## config.mk

```make
export PLATFORM = sky130hd
export DESIGN_NAME = phy_power_irq_clock_out
export DESIGN_NICKNAME = d
export VERILOG_FILES = /design/src/core/phy_power_pkg.sv /design/src/core/phy_power_irq_clock_out.sv /design/src/core/ref_clock_divider.sv
export SDC_FILE = /design/constraint.sdc
export NUM_CORES = 1
export LEC_CHECK = 0
export BUFFER_PORTS_ARGS = -buffer_cell sky130_fd_sc_hd__buf_2
export CORE_ASPECT_RATIO = 0.75
export CORE_MARGIN = 5
export CORE_UTILIZATION = 54
export CTS_CLUSTER_SIZE = 8
export DETAILED_ROUTE_END_ITERATION = 10
export GPL_TIMING_DRIVEN = 1
export PLACE_DENSITY = 0.79
export SLEW_MARGIN = 30
export SYNTH_ARGS = -nofsm -noshare
export SYNTH_HDL_FRONTEND = slang
export SYNTH_HIERARCHICAL = 1
export SYNTH_SLANG_ARGS = --single-unit
export TNS_END_PERCENT = 10
```

## constraint.sdc

```tcl
create_clock -name clk -period 2.75 [get_ports clk]
set_clock_uncertainty 0.2 [all_clocks]
set_input_delay 0.1375 -clock clk [delete_from_list [all_inputs] [get_ports clk]]
set_output_delay 0.1375 -clock clk [all_outputs]
set_load 0.05 [all_outputs]
```

## src/core/phy_power_pkg.sv

```systemverilog
// constants for the transceiver power, interrupt and clock-out block
package phy_power_pkg;
  // management register addresses
  localparam logic [4:0] addr_irq_control       = 5'h11;
  localparam logic [4:0] addr_irq_status        = 5'h12;
  localparam logic [4:0] addr_energy_detect     = 5'h1d;
  localparam logic [4:0] addr_power_control     = 5'h1e;
  // irq_control_reg fields
  localparam int irq_test_pos     = 2;
  localparam int irq_enable_pos   = 1;
  localparam int irq_oe_pos       = 0;
  // irq_status_reg fields
  localparam int event_lsb        = 8;
  localparam int event_count      = 7;
  localparam int energy_event_idx = 6;
  // energy_detect_control fields
  localparam int ed_enable_pos    = 15;
  // power control register fields
  localparam int pd_request_pos   = 0;
  localparam int pin_mode_pos     = 1;
  // reset values
  localparam logic [15:0] energy_detect_reset = 16'h0000;
  localparam logic [2:0]  irq_control_reset   = 3'h0;
  localparam logic [6:0]  unmask_reset        = 7'h00;
  // clock timing: 250 MHz core, 25 MHz and 50 MHz outputs
  localparam int clk_mhz       = 250;
  localparam int mii_ref_mhz   = 25;
  localparam int rmii_ref_mhz  = 50;
  localparam int mii_half      = clk_mhz / (2 * mii_ref_mhz);
  localparam int rmii_half     = clk_mhz / (2 * rmii_ref_mhz);
  localparam int mii_period    = clk_mhz / mii_ref_mhz;
  localparam int rmii_period   = clk_mhz / rmii_ref_mhz;
  localparam int div_width     = 4;
endpackage

```

## src/core/phy_power_irq_clock_out.sv

```systemverilog
// power management, shared sleep or interrupt pin and mac reference clock
`timescale 1ns/1ps
module phy_power_irq_clock_out
(
  input  wire logic        clk,
  input  wire logic        rst,
  input  wire logic        reduced_pin,
  input  wire logic        rmii_mode,
  input  wire logic        rx_activity,
  input  wire logic [6:0]  event_in,
  input  wire logic [4:0]  reg_addr,
  input  wire logic        reg_write,
  input  wire logic [15:0] reg_wdata,
  output logic      [15:0] reg_rdata,
  input  wire logic        sleep_or_irq_pin_in,
  output logic             sleep_or_irq_pin_out,
  output logic             sleep_or_irq_pin_oe,
  output logic             mac_ref_clock_out,
  output logic             low_power,
  output logic             power_down
);
  typedef enum {pwr_normal, pwr_energy_sleep, pwr_down} power_state_e;

  power_state_e  state;
  power_state_e  next_state;
  logic [15:0]   energy_detect_control;
  logic [2:0]    irq_control_reg;
  logic [6:0]    unmask;
  logic [6:0]    event_flags;
  logic          pd_request;
  logic          pin_mode_irq;
  logic [15:0]   next_rdata;
  logic          wr_ed;
  logic          wr_ctl;
  logic          wr_stat;
  logic          wr_pwr;
  logic          rd_stat;
  logic          irq_allowed;
  logic          irq_pending;
  logic          pin_pd_req;
  logic          ed_enable;
  logic [6:0]    events_now;
  logic [6:0]    next_flags;
  logic          next_oe;
  logic          pd_cause;

  // address decode of management writes and reads
  function automatic logic hit(input logic [4:0] a, input logic [4:0] target);
    hit = (a == target);
  endfunction
  assign wr_ed   = reg_write & hit(reg_addr, phy_power_pkg::addr_energy_detect);
  assign wr_ctl  = reg_write & hit(reg_addr, phy_power_pkg::addr_irq_control) & ~reduced_pin;
  assign wr_stat = reg_write & hit(reg_addr, phy_power_pkg::addr_irq_status) & ~reduced_pin;
  assign wr_pwr  = reg_write & hit(reg_addr, phy_power_pkg::addr_power_control);
  assign rd_stat = ~reg_write & hit(reg_addr, phy_power_pkg::addr_irq_status);

  // interrupt plumbing, absent on the reduced-pin variant
  assign irq_allowed  = ~reduced_pin;
  assign pin_mode_irq = irq_allowed & irq_control_reg[phy_power_pkg::irq_oe_pos];
  assign ed_enable    = energy_detect_control[phy_power_pkg::ed_enable_pos];

  // events from the core plus energy wake; test bit raises every unmasked flag
  always_comb
  begin
    events_now = event_in;
    events_now[phy_power_pkg::energy_event_idx] = event_in[phy_power_pkg::energy_event_idx]
      | (state == pwr_energy_sleep & rx_activity);
    if (irq_control_reg[phy_power_pkg::irq_test_pos])
      events_now = '1;
  end

  // one sticky flag per event, cleared by a status read; a new event in that cycle wins
  for (genvar i = 0; i < phy_power_pkg::event_count; i++)
  begin : g_flag
    assign next_flags[i] = irq_allowed
                           & ((event_flags[i] & ~rd_stat) | (events_now[i] & unmask[i]));
  end

  assign irq_pending = irq_control_reg[phy_power_pkg::irq_enable_pos] & (|event_flags);

  // pin sampled as power-down request only in power-down pin mode, never on reduced part
  assign pin_pd_req = ~pin_mode_irq & irq_allowed & ~sleep_or_irq_pin_in;

  // register request or pin request, whichever comes
  assign pd_cause = pd_request | pin_pd_req;

  // power state selection; power-down outranks energy sleep
  always_comb
  begin
    next_state = state;
    case (state)
      pwr_normal:
        if (pd_cause)
          next_state = pwr_down;
        else if (ed_enable & ~rx_activity)
          next_state = pwr_energy_sleep;
      pwr_energy_sleep:
        if (pd_cause)
          next_state = pwr_down;
        else if (rx_activity | ~ed_enable)
          next_state = pwr_normal;
      pwr_down:
        if (~pd_cause)
          next_state = pwr_normal;
      default:
        next_state = pwr_normal;
    endcase
  end

  // register read mux; interrupt registers read as zero when reserved
  always_comb
  begin
    next_rdata = 16'h0000;
    case (reg_addr)
      phy_power_pkg::addr_energy_detect:
        next_rdata = energy_detect_control;
      phy_power_pkg::addr_irq_control:
        next_rdata = irq_allowed ? {13'h0000, irq_control_reg} : 16'h0000;
      phy_power_pkg::addr_irq_status:
        next_rdata = irq_allowed ? {1'b0, event_flags, 1'b0, unmask} : 16'h0000;
      phy_power_pkg::addr_power_control:
        next_rdata = {13'h0000, state == pwr_down, pin_mode_irq, pd_request};
      default:
        next_rdata = 16'h0000;
    endcase
  end

  // power state
  always_ff @(posedge clk or posedge rst)
  begin
    if (rst)
      state <= pwr_normal;
    else
      state <= next_state;
  end

  // sticky event flags
  always_ff @(posedge clk or posedge rst)
  begin
    if (rst)
      event_flags <= 7'h00;
    else
      event_flags <= next_flags;
  end

  // registered read data, one cycle after the address
  always_ff @(posedge clk or posedge rst)
  begin
    if (rst)
      reg_rdata <= 16'h0000;
    else
      reg_rdata <= next_rdata;
  end

  // energy detect control register
  always_ff @(posedge clk or posedge rst)
  begin
    if (rst)
      energy_detect_control <= phy_power_pkg::energy_detect_reset;
    else if (wr_ed)
      energy_detect_control <= reg_wdata;
  end

  // interrupt control register, writes ignored on the reduced-pin part
  always_ff @(posedge clk or posedge rst)
  begin
    if (rst)
      irq_control_reg <= phy_power_pkg::irq_control_reset;
    else if (wr_ctl)
      irq_control_reg <= reg_wdata[2:0];
  end

  // unmask half of the status register
  always_ff @(posedge clk or posedge rst)
  begin
    if (rst)
      unmask <= phy_power_pkg::unmask_reset;
    else if (wr_stat)
      unmask <= reg_wdata[6:0];
  end

  // software power-down request, the only way down on the reduced-pin part
  always_ff @(posedge clk or posedge rst)
  begin
    if (rst)
      pd_request <= 1'b0;
    else if (wr_pwr)
      pd_request <= reg_wdata[phy_power_pkg::pd_request_pos];
  end

  // open drain: only ever pulls low, released otherwise
  assign next_oe = pin_mode_irq & irq_pending;
  always_ff @(posedge clk or posedge rst)
  begin
    if (rst)
      sleep_or_irq_pin_oe <= 1'b0;
    else
      sleep_or_irq_pin_oe <= next_oe;
  end
  assign sleep_or_irq_pin_out = 1'b0;

  assign low_power  = (state == pwr_energy_sleep);
  assign power_down = (state == pwr_down);

  // reference clock for the mac, 25 or 50 mhz from the one core clock
  ref_clock_divider u_div
  (
    .clk         (clk),
    .rst         (rst),
    .rmii_mode   (rmii_mode),
    .ref_clk_out (mac_ref_clock_out)
  );
endmodule

```

## src/core/ref_clock_divider.sv

```systemverilog
// divider that makes the mac reference clock from the core clock
`timescale 1ns/1ps
module ref_clock_divider
(
  input  wire logic clk,
  input  wire logic rst,
  input  wire logic rmii_mode,
  output logic      ref_clk_out
);
  logic [phy_power_pkg::div_width-1:0] count;
  logic [phy_power_pkg::div_width-1:0] next_count;
  logic [phy_power_pkg::div_width-1:0] last_count;
  logic [phy_power_pkg::div_width-1:0] low_len;
  logic                                wrap;

  // period and low phase pick 25 or 50 mhz; 50 mhz is 2 clocks high and 3 low,
  // since the core clock is only five times faster
  assign last_count = rmii_mode ? phy_power_pkg::div_width'(phy_power_pkg::rmii_period - 1)
                                : phy_power_pkg::div_width'(phy_power_pkg::mii_period - 1);
  assign low_len    = rmii_mode ? phy_power_pkg::div_width'(phy_power_pkg::rmii_period
                                                          - phy_power_pkg::rmii_half)
                                : phy_power_pkg::div_width'(phy_power_pkg::mii_period
                                                          - phy_power_pkg::mii_half);
  assign wrap       = (count >= last_count);
  assign next_count = wrap ? '0 : count + 1'b1;

  // count clocks of one period; output high for the last part of it
  always_ff @(posedge clk or posedge rst)
  begin
    if (rst)
    begin
      count       <= '0;
      ref_clk_out <= 1'b0;
    end
    else
    begin
      count       <= next_count;
      ref_clk_out <= (next_count >= low_len);
    end
  end
endmodule

```

# After elaboration in Yosys (flattened, before gate mapping)
# Index checks and enable logic that the tools add are counted.
[word_totals]
output_inout_bits = 21
word_cells = 92
register_bits = 88
in_bits = 35
[classes]
muxes = 13
n_eq_ne = 11
bitwise_logic = 52
add_sub_neg = 1
reduce_logical = 3
n_lt_le_gt_ge = 2
[ops]
columns = ["operator", "count"]
rows = [
  ["32-bit 2-to-1 mux", 5],
  ["32-bit one-hot mux with 3 select lines", 1],
  ["32-bit by 2-bit equality test with 1-bit output, second input constant", 2],
  ["16-bit one-hot mux with 4 select lines", 1],
  ["1-bit AND", 35],
  ["32-bit by 1-bit equality test with 1-bit output, second input constant", 1],
  ["32-bit by 3-bit equality test with 1-bit output, second input constant", 1],
  ["32-bit logical NOT", 1],
  ["5-bit equality test, second input constant", 4],
  ["15-bit 2-to-1 mux", 1],
  ["1-bit bitwise OR", 10],
  ["4-bit >= comparator", 2],
  ["4-bit 2-to-1 mux", 2],
  ["7-bit 2-to-1 mux", 1],
  ["1-bit inverter", 7],
  ["7-bit OR reduction", 1],
  ["3-bit 2-to-1 mux", 2],
  ["3-bit != test, second input constant", 2],
  ["4-bit by 1-bit adder with 4-bit output, second input constant", 1],
  ["3-bit AND reduction", 1],
  ["2-bit != test, second input constant", 1],
]

# Depth between registers and ports, before layout
[logic_depth]
ltp_word = 8
ltp_mapped = 8
mapped_depth_nobuf = 8

# Hierarchy
# Netlist, hierarchy kept.
[modules_own_cells]
columns = ["module", "n_inst", "area_each_um2", "cells_per_inst", "seq_area_each_um2"]
rows = [
  ["phy_power_irq_clock_out", 1, 2279.7, 166, 1326.3],
  ["ref_clock_divider", 1, 325.3, 32, 125.1],
]

# Worst setup path after synthesis
# No wires, ideal clock.
[synth_timing]
path_type = "reg2reg"
start = "register u_div/count[0] (netlist name)"
end = "register u_div.ref_clk_out"
path_buffers = 0
stages_incl_launch_ff = 9
arrival_time_ps = 1651
setup_time_ps = 134
required_ps = 2416
setup_slack_ps = 765
period_less_slack_ps = 1985
cell_sequence = "dfrtp_1 > inv_1 > ha_1 > nor3b_2 > o21ai_1 > nor2_1 > ha_1 > a211oi_1 > o31ai_1"
[synth_via]
elab_chain_cells = 3
word_cells_on_any_way = 4
classes_between = "add/sub: 1; order compare: 2; mux: 1"
[synth_rtl]
columns = ["element", "line", "rtl"]
rows = [
  ["start: declaration", "ref_clock_divider.sv:10", "logic [phy_power_pkg::div_width-1:0] count;"],
  ["start signal: assignment", "ref_clock_divider.sv:37", "count <= next_count;"],
  ["4-bit by 1-bit adder with 4-bit output / 4-bit >= comparator (equally long branches)", "ref_clock_divider.sv:25, ref_clock_divider.sv:24", ""],
  ["4-bit 2-to-1 mux *", "ref_clock_divider.sv:25", "assign next_count = wrap ? '0 : count + 1'b1;"],
  ["net u_div.next_count (one bit)", "ref_clock_divider.sv:11", "logic [phy_power_pkg::div_width-1:0] next_count;"],
  ["4-bit >= comparator *", "ref_clock_divider.sv:38", "ref_clk_out <= (next_count >= low_len);"],
  ["end signal: assignment", "ref_clock_divider.sv:38", ""],
  ["end: declaration", "ref_clock_divider.sv:8", "output logic ref_clk_out"],
]
# Mark *: on every way through the listed nets, which the timed path passes. The rest lies on a longest branch.
# A chain may end at the register's enable or synchronous reset.

# Worst setup path after layout
[layout_timing]
start = "input port rmii_mode"
end = "register u_div.ref_clk_out"
[layout_via]
elab_chain_cells = 4
word_cells_on_any_way = 5
classes_between = "order compare: 2; mux: 3"
[layout_rtl]
columns = ["element", "line", "rtl"]
rows = [
  ["start: declaration", "phy_power_irq_clock_out.sv:8", "input wire logic rmii_mode,"],
  ["4-bit 2-to-1 mux", "ref_clock_divider.sv:18", "assign last_count = rmii_mode ? phy_power_pkg::div_width'(phy_power_pkg::rmii_period - 1)"],
  ["4-bit >= comparator", "ref_clock_divider.sv:24", "assign wrap = (count >= last_count);"],
  ["4-bit 2-to-1 mux", "ref_clock_divider.sv:25", ""],
  ["net u_div.next_count (one bit)", "ref_clock_divider.sv:11", ""],
  ["4-bit >= comparator", "ref_clock_divider.sv:38", ""],
]
# The timed path passes the listed nets, and every way through them passes these cells.

==> flow_metrics.py <==
metrics = {
    "yosys": {
        "synth_warnings": 6,
        "synth_edf_count": 0,
        "synth_fp_nets": 239,
        "async_flop_share": 1.00,
        "synth_top_area_frac": 0.557,
        "seq_area_frac_synth": 0.557,
        "ys_top_cells_by_area": "dfrtp_1, mux2_2, mux2_4",
        "netlist_instances": 198,
        "syn-cell-area_sq_mm": 0.00260,
        "ys_ff_latch": 58,
        "synth-main-ff-cell": "dfrtp_1",
        "yosysTopAreaCell": "dfrtp_1",
        "avgSynthCellArea_sq_um": 13.2,
        "synth_cell_types": 43,
    },
    "layout": {
        "top_regs": "energy_detect_control: 16 flops, reg_rdata: 16 flops",
        "fillers": 311,
        "fin_area_sq_mm": 0.00341,
        "n_antenna_cell": 0,
        "layout-drive-gt1-share": 0.406,
        "fin_nets": 329,
        "area_delta_synth_final_pct": 30.8,
        "instances_no_fill": 350,
    },
    "timing": {
        "finalHoldViolations": 0,
        "slew_headroom": 0.586,
        "setup_viol": 0,
        "min_period_ps": 2350,
        "report.final.slew_viol_count": 0,
        "fin_setup_tns_ps": 0,
        "fmaxAchievable_ghz": 0.426,
        "layout_worst_path_cycle_share": 0.854,
        "setup_ws_ps": 402,
        "rsz0062_at_grt": "false",
        "max_slew.worst_pin.slew_ps": 620,
    },
    "worst_setup_path": {
        "crit_top_cell": "ha_1",
        "end_kind": "flip-flop",
        "cp.required_ps": 2760,
        "critPathArrivalTime_ps": 2360,
        "reg2reg_slack_ps": 420,
        "regToRegStartpoint": "u_div/count[0]",
        "critPathMaxFanout": 5,
        "cp-startpoint": "rmii_mode",
        "criticalPathCategory": "primary input to flip-flop",
        "crit_path_cell_trace": "dlygate4sd3_1 -> buf_2 -> inv_1 -> ha_1 -> nor3b_2 -> o21ai_1 -> nor2_1 -> ha_1 -> a211oi_1 -> o31ai_1",
        "critPathMaxStageDelay_ps": 510,
        "slowest_stage": "dlygate4sd3_1",
        "r2r-end": "u_div/ref_clk_out",
        "r2r_cells": 8,
        "cp-start-kind": "primary input",
    },
    "global_routing": {
        "grt_use_total": 0.200,
        "grt_pass1_wl_microns": 9740,
        "grt_pass1_vias": 1954,
        "antenna_found_initial": 0,
        "grt_overflow_total": 0,
        "grt_max_degree": 23,
    },
    "placement": {
        "placed_cells": 303,
        "detailed_place_hpwl_microns": 4010,
        "gp_congestion": 0.814,
        "dpl-instance-area_sq_mm": 0.00290,
        "io_buffers": 54,
        "post-place-ws_ps": 462,
    },
    "floorplanning": {
        "die_w_microns": 90.2,
        "num_rows": 21,
        "start_util": 0.570,
        "die-area_sq_mm": 0.00633,
        "io_pins": 56,
        "core-area_sq_mm": 0.00457,
        "die_h_microns": 70.2,
    },
    "cts": {
        "cts_tree": "built",
        "cts-resized-gates": 0,
        "cts.clk_slew.worst_paths_ps": 60,
        "cts_buffers": 9,
        "cts_root_buffer": "clkbuf_8",
        "clock_sinks": 58,
        "clk_latency_ps": 340,
        "postCtsSetupBuffers": 0,
        "h-tree-depth": 3,
        "clock_path_buffers": 2,
    },
    "power": {
        "p_leak_nw": 1.69,
        "power_density_mw_per_mm2": 698,
        "peakVddDrop_v": 0.000652,
    },
    "flow_run": {
        "maxCapViolCount": 0,
    },
    "drt": {
        "vias": 1905,
        "ant_nets": 0,
        "drc_errors": 0,
        "routedWlPerCell_microns": 16.6,
        "wl_microns": 5810,
        "viasPerCell": 5.44,
        "drt_pass1_iterations": 4,
        "dr.first_iter.drc_count": 109,
    },
    "min_path": {
        "holdPathStages": 4,
        "hp-start": "reg_addr[0]",
        "min_to": "reg_rdata[0]",
        "hold_class": "primary input to flip-flop",
    },
    "run_status": {
        "outcome": "completed",
    },
}
[cells by family (layout without fill, tap and decap cells)]
| kind of cell | Yosys count | in the layout | share of synthesized area |
|---|---|---|---|
| compound gates | 41 | 41 | 0.116 |
| xor+xnor | 2 | 2 | 0.00673 |
| fa+ha+maj | 6 | 6 | 0.0288 |
| buf+inv | 16 | 111 | 0.0379 |
| flops | 58 | 58 | 0.557 |
| mux | 27 | 27 | 0.131 |
| other cells | 1 | 1 | 0.00144 |
| simple gates | 47 | 47 | 0.121 |
[through the flow]
step	hold WS [ps]	util	total power, mW
after global routing	47.8	0.745	2.51
after detailed placement	-137	0.634	1.57
final	33.9	0.745	2.38
after CTS	6.42	0.745	2.39
after global placement	-141	0.634	1.54
after floorplan	-284	-	1.42
[what timing repair did]
action                                  in CTS  in global routing
hold endpoints to repair                    98                  0
endpoints found under the setup margin       0                  0
hold buffers                                31                  0
[cell usage after synthesis, types with 2 or more instances]
library cell,number
nor2b_1,5
nand2_1,3
o211ai_1,2
ha_1,6
a22oi_1,4
mux2_4,10
mux2_2,17
buf_2,3
inv_1,6
a22o_2,11
and3_1,6
o21ai_0,6
nand2b_1,8
dfrtp_1,58
a21oi_1,3
nand3_1,4
nor3_1,3
o22ai_1,8
nor2_1,6
nor4b_1,2
clkbuf_1,3
buf_6,2
a211oi_1,2
[how the worst max path moves through the flow]
stage	cells after the start	end	slack, ps
final	10	u_div/ref_clk_out	400
after detailed placement	8	u_div/ref_clk_out	460
after global placement	7	u_div/ref_clk_out	650
after CTS	10	u_div/ref_clk_out	440
after floorplan	8	u_div/ref_clk_out	770
after global routing	10	u_div/ref_clk_out	320
[area by class of cell]
class,count,area (sq um),share of cell area
Clock buffer,14,163,0.0477
Clock inverter,2,35.0,0.0103
Inverter,6,22.5,0.00661
Multi-Input combinational cell,124,1050,0.309
Sequential cell,58,1450,0.426
Tap cell,57,71.3,0.0209
Timing Repair Buffer,89,611,0.179
[critical path, delay by kind of cell]
family	cells	cell delay [ps]
AND/OR/NAND/NOR	2	180
AO/OA/AOI/OAI	3	710
buffers and inverters	3	710
adder cells (fa/ha/maj)	2	620
[report_power, final]
group / internal (mW) / total, mW / switching, mW
combinational: 0.247 / 0.511 / 0.265
clock: 0.467 / 0.790 / 0.323
sequential: 0.977 / 1.08 / 0.101
total: 1.69 / 2.38 / 0.688
[cells in the final DEF, fill, tap and decap left out, types with 4 or more instances in the layout]
| master | instances |
|---|---|
| a22o_2 | 11 |
| a22oi_1 | 4 |
| and3_1 | 6 |
| buf_2 | 54 |
| buf_4 | 4 |
| clkbuf_8 | 11 |
| dfrtp_1 | 58 |
| dlygate4sd3_1 | 31 |
| ha_1 | 6 |
| inv_1 | 5 |
| mux2_2 | 17 |
| mux2_4 | 10 |
| nand2b_1 | 8 |
| nand3_1 | 4 |
| nor2_1 | 6 |
| nor2b_1 | 5 |
| o21ai_0 | 6 |
| o22ai_1 | 8 |
[routing by layer]
metal	track usage	wire [microns]	vias up
li1	-	-	903
met1	0.264	2720	933
met2	0.294	2650	59
met3	0.0880	346	10
met4	0.0678	83	0
met5	0	0	-
No activity file was read; power rests on OpenSTA's default activity.
